<file path="src/uwd_pkg.sv">
// constants and state type for the receive watchdog and multidrop wake-up block
// assumes a four channel receiver core and a host register file outside this block
package uwd_pkg;

  // channel count and per-channel field widths
  localparam int unsigned NCH = 4;
  localparam int unsigned CNT_W = 7;
  localparam logic [CNT_W-1:0] WD_LIMIT = 7'h40; // 64 bit times
  localparam logic [CNT_W-1:0] CNT_RST = 7'h00;

  // mode_control_1 field positions and the wake-up select value
  localparam int unsigned M1_WAKE_HI = 4;
  localparam int unsigned M1_WAKE_LO = 3;
  localparam int unsigned M1_TXAD = 2;
  localparam logic [1:0] WAKE_SEL = 2'h3;

  // mode_control_0 field positions
  localparam int unsigned M0_ADDR_PUSH = 6;
  localparam int unsigned M0_DOZE = 1;
  localparam int unsigned M0_WAKE = 0;

  // address recognition bid source code
  localparam logic [3:0] ADDR_CODE = 4'h3;

  // receive word layout: chan, data, a/d or parity, break, overrun, framing
  localparam int unsigned W_CHAN = 12;
  localparam int unsigned W_DATA = 4;
  localparam int unsigned W_AD = 3;
  localparam int unsigned W_ERR = 0;
  localparam int unsigned WORD_W = 14;
  localparam int unsigned FIFO_DEPTH = 4;

  // whole block state, registered as one value
  typedef struct packed {
    logic [NCH-1:0][CNT_W-1:0] cnt;
    logic [NCH-1:0] bark;
    logic [NCH-1:0] rx_en;
    logic [NCH-1:0] addr_ev;
    logic push;
    logic [1:0] chan;
    logic [7:0] data;
    logic [3:0] stat;
    logic [1:0] win;
    logic win_v;
  } uwd_state_t;

  localparam uwd_state_t STATE_RST = '0;

endpackage : uwd_pkg

</file>
<file path="src/uwd_fifo.sv">
// small flop-based fifo with valid/ready on both sides
// assumes one clock and a synchronous active-high reset
`timescale 1ns/100ps
module uwd_fifo #(
  parameter int unsigned W = 14,
  parameter int unsigned D = 4
) (
  input wire logic clk_i,
  input wire logic rst_i,
  input wire logic in_valid_i,
  output logic in_ready_o,
  input wire logic [W-1:0] in_data_i,
  output logic out_valid_o,
  input wire logic out_ready_i,
  output logic [W-1:0] out_data_o
);
  localparam int unsigned AW = $clog2(D);

  typedef struct packed {
    logic [D-1:0][W-1:0] mem;
    logic [AW-1:0] wp;
    logic [AW-1:0] rp;
    logic [AW:0] cnt;
  } uwd_fifo_st_t;

  uwd_fifo_st_t f_q;
  uwd_fifo_st_t f_d;
  logic wr;
  logic rd;

  // handshakes are combinational, data comes straight from the storage flops
  assign in_ready_o = f_q.cnt != (AW+1)'(D);
  assign out_valid_o = f_q.cnt != '0;
  assign out_data_o = f_q.mem[f_q.rp];
  assign wr = in_valid_i & in_ready_o;
  assign rd = out_valid_o & out_ready_i;

  // pointer wrap relies on a power of two depth
  always_comb begin
    f_d = f_q;
    if (wr) begin
      f_d.mem[f_q.wp] = in_data_i;
      f_d.wp = AW'(f_q.wp + 1'b1);
    end
    if (rd) begin
      f_d.rp = AW'(f_q.rp + 1'b1);
    end
    f_d.cnt = (AW+1)'(f_q.cnt + {{AW{1'b0}}, wr} - {{AW{1'b0}}, rd});
  end

  always_ff @(posedge clk_i) begin
    if (rst_i) begin
      f_q <= '0;
    end else begin
      f_q <= f_d;
    end
  end

endmodule : uwd_fifo

</file>
<file path="src/uwd_rx_watch.sv">
// per-channel receive watchdog and multidrop wake-up filter for four channels
// assumes the receiver core, the host registers and the arbiter sit outside on clk_i
// Summary of operation
// - watchdog times out after 64 receiver bit ticks without queue activity.
// - count restarts on channel read, global read or character push.
// - global read restarts only the watchdog of the current interrupt channel.
// - a watchdog counts only while both its timeout enable and timeout control bits are set.
// - timeout reaches arbiter only with mask bit 6; status bit 6 shows it.
// - pending timeout admits receivers only, ignores threshold, fullest receiver wins.
// - timeout clears on next push or read, then threshold arbitration resumes.
// - wake-up operation is selected by mode_control_1 bits 4:3 equal 11.
// - submode 00 host, 01 auto wake, 10 auto doze, 11 both.
// - parity position carries address/data flag, one address, zero data.
// - wake-up keeps address monitoring alive while the receiver is off.
// - transmit address/data flag follows mode_control_1 bit 2.
// - host mode, disabled receiver stores only addresses, drops data.
// - enabled receiver in wake-up stores every data character.
// - received address/data flag fills the parity error status slot.
// - framing, overrun and break status pass through unchanged.
// - auto submodes push address characters only when mode_control_0 bit 6 set.
// - auto wake: matching address enables the receiver.
// - auto doze: non-matching address disables the receiver.
// - address event gated by mask bit 5, bid level from its register.
// - channel number in bid low field, highest channel wins ties.
`timescale 1ns/100ps
module uwd_rx_watch import uwd_pkg::*; (
  input wire logic clk_i,
  input wire logic rst_i,
  // character push from the receiver core
  input wire logic rx_valid_i,
  output logic rx_ready_o,
  input wire logic [1:0] rx_chan_i,
  input wire logic [7:0] rx_data_i,
  input wire logic rx_ad_flag_i,
  input wire logic [2:0] rx_err_i,
  // push into the receive_queue of the named channel
  output logic rxq_push_o,
  input wire logic rxq_ready_i,
  output logic [1:0] rxq_chan_o,
  output logic [7:0] rxq_data_o,
  output logic [3:0] rxq_status_o,
  output logic receive_ready_flag_o,
  // queue reads and interrupt context
  input wire logic [NCH-1:0] chan_read_i,
  input wire logic global_read_i,
  input wire logic [1:0] int_ctx_chan_i,
  input wire logic [NCH-1:0] bit_tick_i,
  // watchdog control and status
  input wire logic [NCH-1:0] rx_timeout_enable_i,
  input wire logic [NCH-1:0] rx_timeout_control_i,
  input wire logic [NCH-1:0] interrupt_mask_6_i,
  output logic [NCH-1:0] interrupt_status_6_o,
  output logic receiver_only_o,
  input wire logic [6:0] interrupt_threshold_i,
  output logic [6:0] threshold_o,
  input wire logic [NCH-1:0] rx_bid_en_i,
  input wire logic [NCH-1:0][3:0] rx_count_i,
  output logic rx_win_valid_o,
  output logic [1:0] rx_win_chan_o,
  // wake-up configuration and host commands
  input wire logic [NCH-1:0][7:0] mode_control_0_i,
  input wire logic [NCH-1:0][7:0] mode_control_1_i,
  input wire logic [NCH-1:0][7:0] station_address_char_i,
  input wire logic [NCH-1:0][2:0] address_event_bid_level_i,
  input wire logic [NCH-1:0] interrupt_mask_5_i,
  input wire logic [NCH-1:0] rx_enable_cmd_i,
  input wire logic [NCH-1:0] rx_disable_cmd_i,
  input wire logic [NCH-1:0] rx_reset_i,
  input wire logic [NCH-1:0] addr_clear_i,
  output logic [NCH-1:0] interrupt_status_5_o,
  output logic [NCH-1:0] addr_irq_o,
  output logic [NCH-1:0][9:0] addr_bid_o,
  output logic [NCH-1:0] rx_active_o,
  output logic [NCH-1:0] tx_ad_flag_o
);

  // wake-up select decode, used by the filter and the activity outputs
  function automatic logic uwd_is_wake(input logic [7:0] m1);
    uwd_is_wake = m1[M1_WAKE_HI:M1_WAKE_LO] == WAKE_SEL;
  endfunction : uwd_is_wake

  uwd_state_t s_q;
  uwd_state_t s_d;
  logic f_valid;
  logic pop;
  logic [WORD_W-1:0] f_word;
  logic [NCH-1:0] wd_irq;

  // four word queue absorbs bursts while the receive_queue stalls
  uwd_fifo #(.W(WORD_W), .D(FIFO_DEPTH)) u_fifo (
    .clk_i(clk_i),
    .rst_i(rst_i),
    .in_valid_i(rx_valid_i),
    .in_ready_o(rx_ready_o),
    .in_data_i({rx_chan_i, rx_data_i, rx_ad_flag_i, rx_err_i}),
    .out_valid_o(f_valid),
    .out_ready_i(rxq_ready_i),
    .out_data_o(f_word)
  );

  // one character leaves the queue per cycle while the downstream accepts
  assign pop = f_valid & rxq_ready_i;

  // next-state logic: host commands, wake-up filter, watchdogs, arbiter
  always_comb begin
    logic [1:0] c;
    logic ad;
    logic keep;
    logic match;
    logic auto;
    logic restart;
    logic [3:0] best;
    c = f_word[W_CHAN +: 2];
    ad = f_word[W_AD];
    keep = 1'b0;
    match = 1'b0;
    auto = 1'b0;
    restart = 1'b0;
    best = 4'h0;
    s_d = s_q;
    s_d.push = 1'b0;
    // host commands first so a character event in the same cycle wins
    for (int g = 0; g < NCH; g++) begin
      if (rx_reset_i[g]) begin
        s_d.rx_en[g] = 1'b0;
        s_d.addr_ev[g] = 1'b0;
      end else begin
        if (rx_disable_cmd_i[g]) begin
          s_d.rx_en[g] = 1'b0;
        end else if (rx_enable_cmd_i[g]) begin
          s_d.rx_en[g] = 1'b1;
        end
        if (addr_clear_i[g]) begin
          s_d.addr_ev[g] = 1'b0;
        end
      end
    end
    // wake-up filter; outside wake-up every character is kept
    if (pop) begin
      keep = 1'b1;
      if (uwd_is_wake(mode_control_1_i[c])) begin
        auto = mode_control_0_i[c][M0_WAKE] | mode_control_0_i[c][M0_DOZE];
        match = f_word[W_DATA +: 8] == station_address_char_i[c];
        if (ad) begin
          // host mode stores every address, auto modes follow the push bit
          keep = auto ? mode_control_0_i[c][M0_ADDR_PUSH] : 1'b1;
          if (auto && match) begin
            s_d.addr_ev[c] = 1'b1;
          end
          if (mode_control_0_i[c][M0_WAKE] && match) begin
            s_d.rx_en[c] = 1'b1;
          end else if (mode_control_0_i[c][M0_DOZE] && !match) begin
            s_d.rx_en[c] = 1'b0;
          end
        end else begin
          keep = s_q.rx_en[c];
        end
      end
      s_d.push = keep;
      s_d.chan = c;
      s_d.data = f_word[W_DATA +: 8];
      // flag slot doubles as parity error outside wake-up
      s_d.stat = {f_word[W_ERR +: 3], ad};
    end
    // watchdogs: reads and pushes restart, timeout holds until serviced
    for (int g = 0; g < NCH; g++) begin
      restart = (s_d.push && s_d.chan == 2'(g)) || chan_read_i[g]
        || (global_read_i && int_ctx_chan_i == 2'(g));
      if (!(rx_timeout_enable_i[g] && rx_timeout_control_i[g])) begin
        s_d.cnt[g] = CNT_RST;
        s_d.bark[g] = 1'b0;
      end else if (restart) begin
        s_d.cnt[g] = CNT_RST;
        s_d.bark[g] = 1'b0;
      end else if (bit_tick_i[g] && !s_q.bark[g]) begin
        s_d.cnt[g] = CNT_W'(s_q.cnt[g] + 1'b1);
        if (s_q.cnt[g] == WD_LIMIT - 1'b1) begin
          s_d.bark[g] = 1'b1;
        end
      end
    end
    // receiver-only bid: fullest enabled receiver, later channel wins ties
    s_d.win_v = 1'b0;
    s_d.win = 2'h0;
    if (|(s_q.bark & interrupt_mask_6_i)) begin
      for (int g = 0; g < NCH; g++) begin
        if (rx_bid_en_i[g] && (!s_d.win_v || rx_count_i[g] >= best)) begin
          best = rx_count_i[g];
          s_d.win = 2'(g);
          s_d.win_v = 1'b1;
        end
      end
    end
  end

  // single registered state
  always_ff @(posedge clk_i) begin
    if (rst_i) begin
      s_q <= STATE_RST;
    end else begin
      s_q <= s_d;
    end
  end

  // queue push outputs straight from flops
  assign rxq_push_o = s_q.push;
  assign receive_ready_flag_o = s_q.push;
  assign rxq_chan_o = s_q.chan;
  assign rxq_data_o = s_q.data;
  assign rxq_status_o = s_q.stat;
  assign rx_win_valid_o = s_q.win_v;
  assign rx_win_chan_o = s_q.win;

  // timeout status and arbiter mode; threshold forced to zero while a timeout with mask bit 6 set is pending
  assign wd_irq = s_q.bark & interrupt_mask_6_i;
  assign interrupt_status_6_o = s_q.bark;
  assign receiver_only_o = |wd_irq;
  assign threshold_o = receiver_only_o ? 7'h00 : interrupt_threshold_i;

  // per-channel wake-up outputs and address event bids
  genvar gc;
  generate
    for (gc = 0; gc < NCH; gc++) begin : g_ch
      assign rx_active_o[gc] = s_q.rx_en[gc] | uwd_is_wake(mode_control_1_i[gc]);
      assign tx_ad_flag_o[gc] = mode_control_1_i[gc][M1_TXAD];
      assign interrupt_status_5_o[gc] = s_q.addr_ev[gc];
      assign addr_irq_o[gc] = s_q.addr_ev[gc] & interrupt_mask_5_i[gc];
      assign addr_bid_o[gc] = {address_event_bid_level_i[gc], ADDR_CODE, 3'(gc)};
    end
  endgenerate

  generate
    for (gc = 0; gc < NCH; gc++) begin : g_chk

    end
  endgenerate
endmodule : uwd_rx_watch
</file>
<file path="config.mk">
export PLATFORM = sky130hd
export DESIGN_NAME = uwd_rx_watch
export DESIGN_NICKNAME = d
export VERILOG_FILES = /design/src/uwd_pkg.sv /design/src/uwd_fifo.sv /design/src/uwd_rx_watch.sv
export SDC_FILE = /design/constraint.sdc
export NUM_CORES = 1
export LEC_CHECK = 0
export BUFFER_PORTS_ARGS = -buffer_cell sky130_fd_sc_hd__buf_2
export CAP_MARGIN = 20
export CORE_AREA = 2 2 121 123
export CTS_CLUSTER_DIAMETER = 120
export DETAILED_ROUTE_END_ITERATION = 8
export DIE_AREA = 0 0 123 125
export PLACE_DENSITY = 0.85
export SLEW_MARGIN = 20
export SYNTH_ARGS = -nofsm -noshare
export SYNTH_HDL_FRONTEND = slang
export SYNTH_HIERARCHICAL = 1
export SYNTH_SLANG_ARGS = --single-unit
</file>
<file path="constraint.sdc">
create_clock -name clk_i -period 12.43 [get_ports clk_i]
set_clock_uncertainty 0.05 [all_clocks]
set_input_delay 2.486 -clock clk_i [delete_from_list [all_inputs] [get_ports clk_i]]
set_output_delay 2.486 -clock clk_i [all_outputs]
set_load 0.03 [all_outputs]
</file>
# == Word level (Yosys, flattened, before mapping) ==
# Index checks and enable logic that the tools add are counted.
# word_totals
in_bits,196
reg_bits,121
output_inout_bits,88
elab_cells,191
# classes
mux,58
n_lt_le_gt_ge,8
n_eq_ne,17
n_addsub,8
bitwise,21
reduce_logical,56
# op_table
cell,count
bitwise mux 56 bit,1
binary-select mux 8 bit (select 2 bit),3
2-to-1 mux 4 bit,9
"adder 7 x 1 -> 7 bit, second input constant",4
binary-select mux 14 bit (select 2 bit),1
demux 14 bit (select 2 bit),1
"== test 7 x 6 -> 1 bit, second input constant",4
2-to-1 mux 14 bit,2
2-to-1 mux 1 bit,26
logical AND 1 bit,24
2-to-1 mux 8 bit,3
2-to-1 mux 23 bit,1
"== test 2 bit, second input constant",9
2-to-1 mux 3 bit,6
2-to-1 mux 7 bit,2
greater-or-equal comparator 4 bit,3
OR reduction 3 bit,4
logical OR 1 bit,11
"less-than comparator 2 x 3 -> 1 bit, second input constant",3
bitwise AND 4 bit,2
== test 8 bit,1
zero test 1 bit,8
bitwise OR 4 bit,2
AND reduction 2 bit,4
17 further kinds,34

# == Depth between registers and ports, before layout ==
# depth
word_depth,18
mapped_depth,20
depth_no_buf,20

# == Hierarchy ==
# Netlist, hierarchy kept.
# by_module_without_submodules
module,cells_each,area_per_inst_um2,instances
uwd_rx_watch,451,3861.2,1
uwd_fifo,259,3001.6,1

# == Worst setup path after synthesis ==
# No wires, ideal clock.
# synth_path
path_type,input -> register
start,input port rx_count_i[0] (netlist bit)
end,"register s_q, in the netlist rx_win_chan_o[1]"
n_path_buf,0
t_arrival_ns,6.482
required_time_ns,12.222
path_stages,17
setup_time_ns,0.158
path_slack_ns,5.740
cell_sequence,and2_1 ha_1 nand2b_1 a21o_1 a211o_1 o211ai_1 mux2_2 ha_1 o311ai_1 mux2_2 ha_1 nand2b_1 a21o_1 a21oi_1 nor2b_1 o31ai_1 a21oi_1
# synth_via
elab_chain_len,16
# synth_lines
item,line_no,rtl
from (decl),uwd_rx_watch.sv:57,"input wire logic [NCH-1:0][3:0] rx_count_i,"
2-to-1 mux 4 bit (*),uwd_rx_watch.sv:187,if (rx_bid_en_i[g] && (!s_d.win_v || rx_count_i[g] >= best)) begin
2-to-1 mux 4 bit (*),uwd_rx_watch.sv:185,if (|(s_q.bark & interrupt_mask_6_i)) begin
greater-or-equal comparator 4 bit,uwd_rx_watch.sv:187,
logical OR 1 bit,uwd_rx_watch.sv:187,
logical AND 1 bit,uwd_rx_watch.sv:187,
2-to-1 mux 4 bit / 2-to-1 mux 3 bit (equally long branches),uwd_rx_watch.sv:187,
2-to-1 mux 4 bit / 2-to-1 mux 3 bit (equally long branches),uwd_rx_watch.sv:185,
greater-or-equal comparator 4 bit / zero test 1 bit (equally long branches),uwd_rx_watch.sv:187,
logical OR 1 bit,uwd_rx_watch.sv:187,
logical AND 1 bit,uwd_rx_watch.sv:187,
2-to-1 mux 4 bit / 2-to-1 mux 3 bit (equally long branches),uwd_rx_watch.sv:187,
2-to-1 mux 4 bit / 2-to-1 mux 3 bit (equally long branches),uwd_rx_watch.sv:185,
greater-or-equal comparator 4 bit / zero test 1 bit (equally long branches),uwd_rx_watch.sv:187,
logical OR 1 bit,uwd_rx_watch.sv:187,
logical AND 1 bit,uwd_rx_watch.sv:187,
2-to-1 mux 3 bit (*),uwd_rx_watch.sv:187,
to (signal assigned),uwd_rx_watch.sv:199,s_q <= STATE_RST;
to (signal assigned),uwd_rx_watch.sv:201,s_q <= s_d;
to (decl),uwd_rx_watch.sv:82,uwd_state_t s_q;
# Mark *: on every way between the ends. The rest lies on a longest branch, timed or not. The select of a mux whose other input is x is not followed.
# A chain may end at the register's enable or synchronous reset.

# == Worst setup path after layout ==
# layout_path
start,input port rx_bid_en_i[0]
end,"register s_q, in the netlist rx_win_chan_o[0]"
# layout_via
elab_chain_len,16
# layout_lines
item,line_no,rtl
from (decl),uwd_rx_watch.sv:56,"input wire logic [NCH-1:0] rx_bid_en_i,"
2-to-1 mux 4 bit / 2-to-1 mux 1 bit (equally long branches),uwd_rx_watch.sv:187,
2-to-1 mux 4 bit / 2-to-1 mux 3 bit (equally long branches),uwd_rx_watch.sv:185,
greater-or-equal comparator 4 bit / zero test 1 bit (equally long branches),uwd_rx_watch.sv:187,
logical OR 1 bit,uwd_rx_watch.sv:187,
logical AND 1 bit,uwd_rx_watch.sv:187,
2-to-1 mux 4 bit / 2-to-1 mux 3 bit (equally long branches),uwd_rx_watch.sv:187,
2-to-1 mux 4 bit / 2-to-1 mux 3 bit (equally long branches),uwd_rx_watch.sv:185,
greater-or-equal comparator 4 bit / zero test 1 bit (equally long branches),uwd_rx_watch.sv:187,
logical OR 1 bit,uwd_rx_watch.sv:187,
logical AND 1 bit,uwd_rx_watch.sv:187,
2-to-1 mux 4 bit / 2-to-1 mux 3 bit (equally long branches),uwd_rx_watch.sv:187,
2-to-1 mux 4 bit / 2-to-1 mux 3 bit (equally long branches),uwd_rx_watch.sv:185,
greater-or-equal comparator 4 bit / zero test 1 bit (equally long branches),uwd_rx_watch.sv:187,
logical OR 1 bit,uwd_rx_watch.sv:187,
logical AND 1 bit,uwd_rx_watch.sv:187,
2-to-1 mux 3 bit (*),uwd_rx_watch.sv:187,
# Marked as above.

==> flow_summary.ini <==
[logic_synthesis]
synth_top_area_frac = 0.3530
synth.cell_area_um2 = 6863
ys_top_cells_by_count = 121 x dfxtp_1, 78 x nand2b_1, 69 x buf_4, 60 x mux2i_1, 58 x nor2_1
synth_cells = 710
synth-seq-cells = 121
synth_compound_area_frac = 0.05871
synth_top_family_by_area = simple AND/OR/NAND/NOR gates
yosysSeqAreaShare = 0.3530
synth.most_common_cell = dfxtp_1
synth_top_area_cell = dfxtp_1
synth_fa_ha_area_frac = 0.04303
async_reset_ff_frac = 0
yosys-top-cells-area = dfxtp_1 35%, mux2i_1 8.8%, mux4_2 8.5%
ys_warn_count = 6
synth_edf_count = 0
synth-xor-area-share = 0.04594
synth_simple_gate_area_frac = 0.2055
synth_mux_area_frac = 0.1832
postSynthAreaPerCell_um2 = 9.666
synth.distinct_cells = 54
synth_top_flop_cell = dfxtp_1

[clock_tree]
root_buffer = clkbuf_16
clk_pin_slew_ns = 0.06
cts-buffers-inserted = 17
cts.sinks = 121
clkLatencyLatePin_ns = 0.42
clockBufferDepth = 2
holdBufCountCts = 0
htreeDepth = 4
post_cts_resize_count = 0
post-cts-setup-buffers = 0
cts_tree = done

[critical_path]
path_class = input port to flop
r2r_slack_ns = 8.47
worstPathRequired_ns = 12.67
start_kind = input port
crit_path_max_fanout = 9
reg2reg_from = u_fifo/f_q[3]$_SDFFE_PP0P_
arrival_ns = 6.82
cp-end-kind = flop
worstSetupStartpoint = rx_bid_en_i[0]

[global_routing]
grt-ovfl-total = 0
grt.total_usage = 0.2147
first_global_vias = 5250
antenna_found_initial = 0
grt_first_pass_wirelength_mm = 25.55
grt_max_degree = 107

[hold_path]
worstHoldStart = rxq_data_o[7]$_SDFFE_PP0P_
min_path_type = flop to flop

[detailed_routing]
drc = 0
postRouteWirelength_mm = 16.41
route.vias.total = 5313
ant_nets = 0
routedWlPerCell_um = 15.78
drtIter0Drc = 283
vias_per_cell = 5.109
drt-pass1-iter-count = 4

[floorplanning]
dieArea_um2 = 15380
pin_count = 284
die_w_um = 123
core_area_um2 = 14200
fp.dieH_um = 125
start_util = 0.4832
rows = 44

[sta]
tns_ns = 0
finalMaxSlewViolations = 0
period_needed_ns = 6.578
tightest_slew_ns = 0.9596
finalCritPeriodShare = 0.5292
relSlewSlack = 0.3594
setup_slack_ns = 5.852
setup_violations = 0
final_hold_viol_count = 0
rsz0062_at_grt = no
maxClockFrequency_mhz = 152.0

[layout]
num-fill-cells = 1235
final_net_count = 1062
antenna_cells = 0
postLayoutCellArea_um2 = 8019
finish.utilization = 0.5646
syn2layout_area_growth_pct = 16.85
drive_gt1_frac = 0.2991

[outcome]
outcome = complete, no violations

[placement]
dp_slack_ns = 5.406
port_buffers = 183
gp_congestion = 0.7792
post_dp_cell_area_um2 = 7441
hpwlAfterDp_mm = 12.25

[power_and_ir_drop]
leakage_nw = 3.641
power.density_nw_per_um2 = 150.3
max-vdd-ir-drop_v = 0.0001120
power_mw = 1.205

[flow_run]
cap_violations = 0
[worst max-delay path, cell delays in order]
cell and delay (ns):
buf_2 0.14, and2_1 0.16, ha_1 0.26, nand2b_1 0.14, a21o_1 0.18, a211o_1 0.29, o211ai_1 0.24, mux2_2 0.41
ha_1 0.26, nand2b_1 0.13, a21oi_1 0.16, o21ai_0 0.09, o311ai_1 0.09, buf_4 0.21, mux2_2 0.35, ha_1 0.26
nand2b_1 0.15, a21o_1 0.17, a21oi_1 0.17, nor2b_1 0.06, o31ai_1 0.29, a21oi_1 0.11
[metrics by stage]
| stage | std cells | hold WS (ns) |
|---|---|---|
| detailed placement | 1008 | 0.3940 |
| global placement | 1008 | 0.3898 |
| global route | 1040 | 0.4189 |
| finish | 1040 | 0.4003 |
| floorplan | 736 | 0.3867 |
| CTS | 1040 | 0.4019 |
[area by class of cell]
cell class	instances	area [um^2]	area share
clock inverter	13	135.1	0.01685
inverter	19	71.32	0.008894
multi-input combinational	499	3786	0.4721
timing repair buffer	185	930.9	0.1161
clock buffer	19	442.9	0.05523
tap	184	230.2	0.02871
sequential	121	2422	0.3021
[layer usage]
layer  part of all wire  vias to the layer above  GRT usage
li1                   -                     2605          -
met1               0.42                     2515     0.2512
met2               0.50                      169     0.3676
met3              0.058                       24    0.06387
met4              0.019                        0    0.08021
met5                  0                        -          0
[logic make-up after synthesis]
logic type / Yosys count
DFF: 121
and+or+nand+nor: 259
AOI/OAI and AO/OA: 61
muxes: 92
other: 2
buffers and inverters: 116
adders and majority gates: 23
xor gates and xnor gates: 36
[registers in the layout, summed over array words and instances, names as in the netlist]
| signal | count |
|---|---|
| receive_ready_flag_o | 1 |
| rxq_chan_o | 2 |
| rxq_data_o | 8 |
| rxq_status_o | 4 |
| rx_win_chan_o | 2 |
| interrupt_status_5_o | 4 |
| u_fifo/f_q | 63 |
| rx_win_valid_o | 1 |
| interrupt_status_6_o | 4 |
| s_q | 32 |
[cell usage in the layout (no fill, tap or decap), drive strengths merged, types with 6 or more instances in the layout]
cell / count
nor2b: 7
and4: 8
clkbuf: 19
and2: 14
mux4: 26
a21oi: 24
mux2i: 60
xnor2: 15
nand2b: 78
inv: 26
buf: 185
nand2: 48
xor2: 21
ha: 22
conb: 28
mux2: 6
dfxtp: 121
nor4: 7
nor2: 58
nand3: 17
a21o: 11
[where the power goes]
group          internal (mW)  leakage (nW)  switching (mW)  total (mW)
Sequential             0.415         0.980          0.0310       0.446
Combinational          0.125          2.38           0.156       0.281
Clock                  0.286         0.278           0.193       0.479
[path summary, 6_finish.rpt]
path | endpoint | cells after the start
min reg2reg | rxq_data_o[7]$_SDFFE_PP0P_ | 2
max | rx_win_chan_o[0]$_SDFF_PP0_ | 22
min | rxq_data_o[7]$_SDFFE_PP0P_ | 2
max reg2reg | s_q[52]$_SDFFE_PP0P_ | 7
Power figures use the tool's default switching activity.
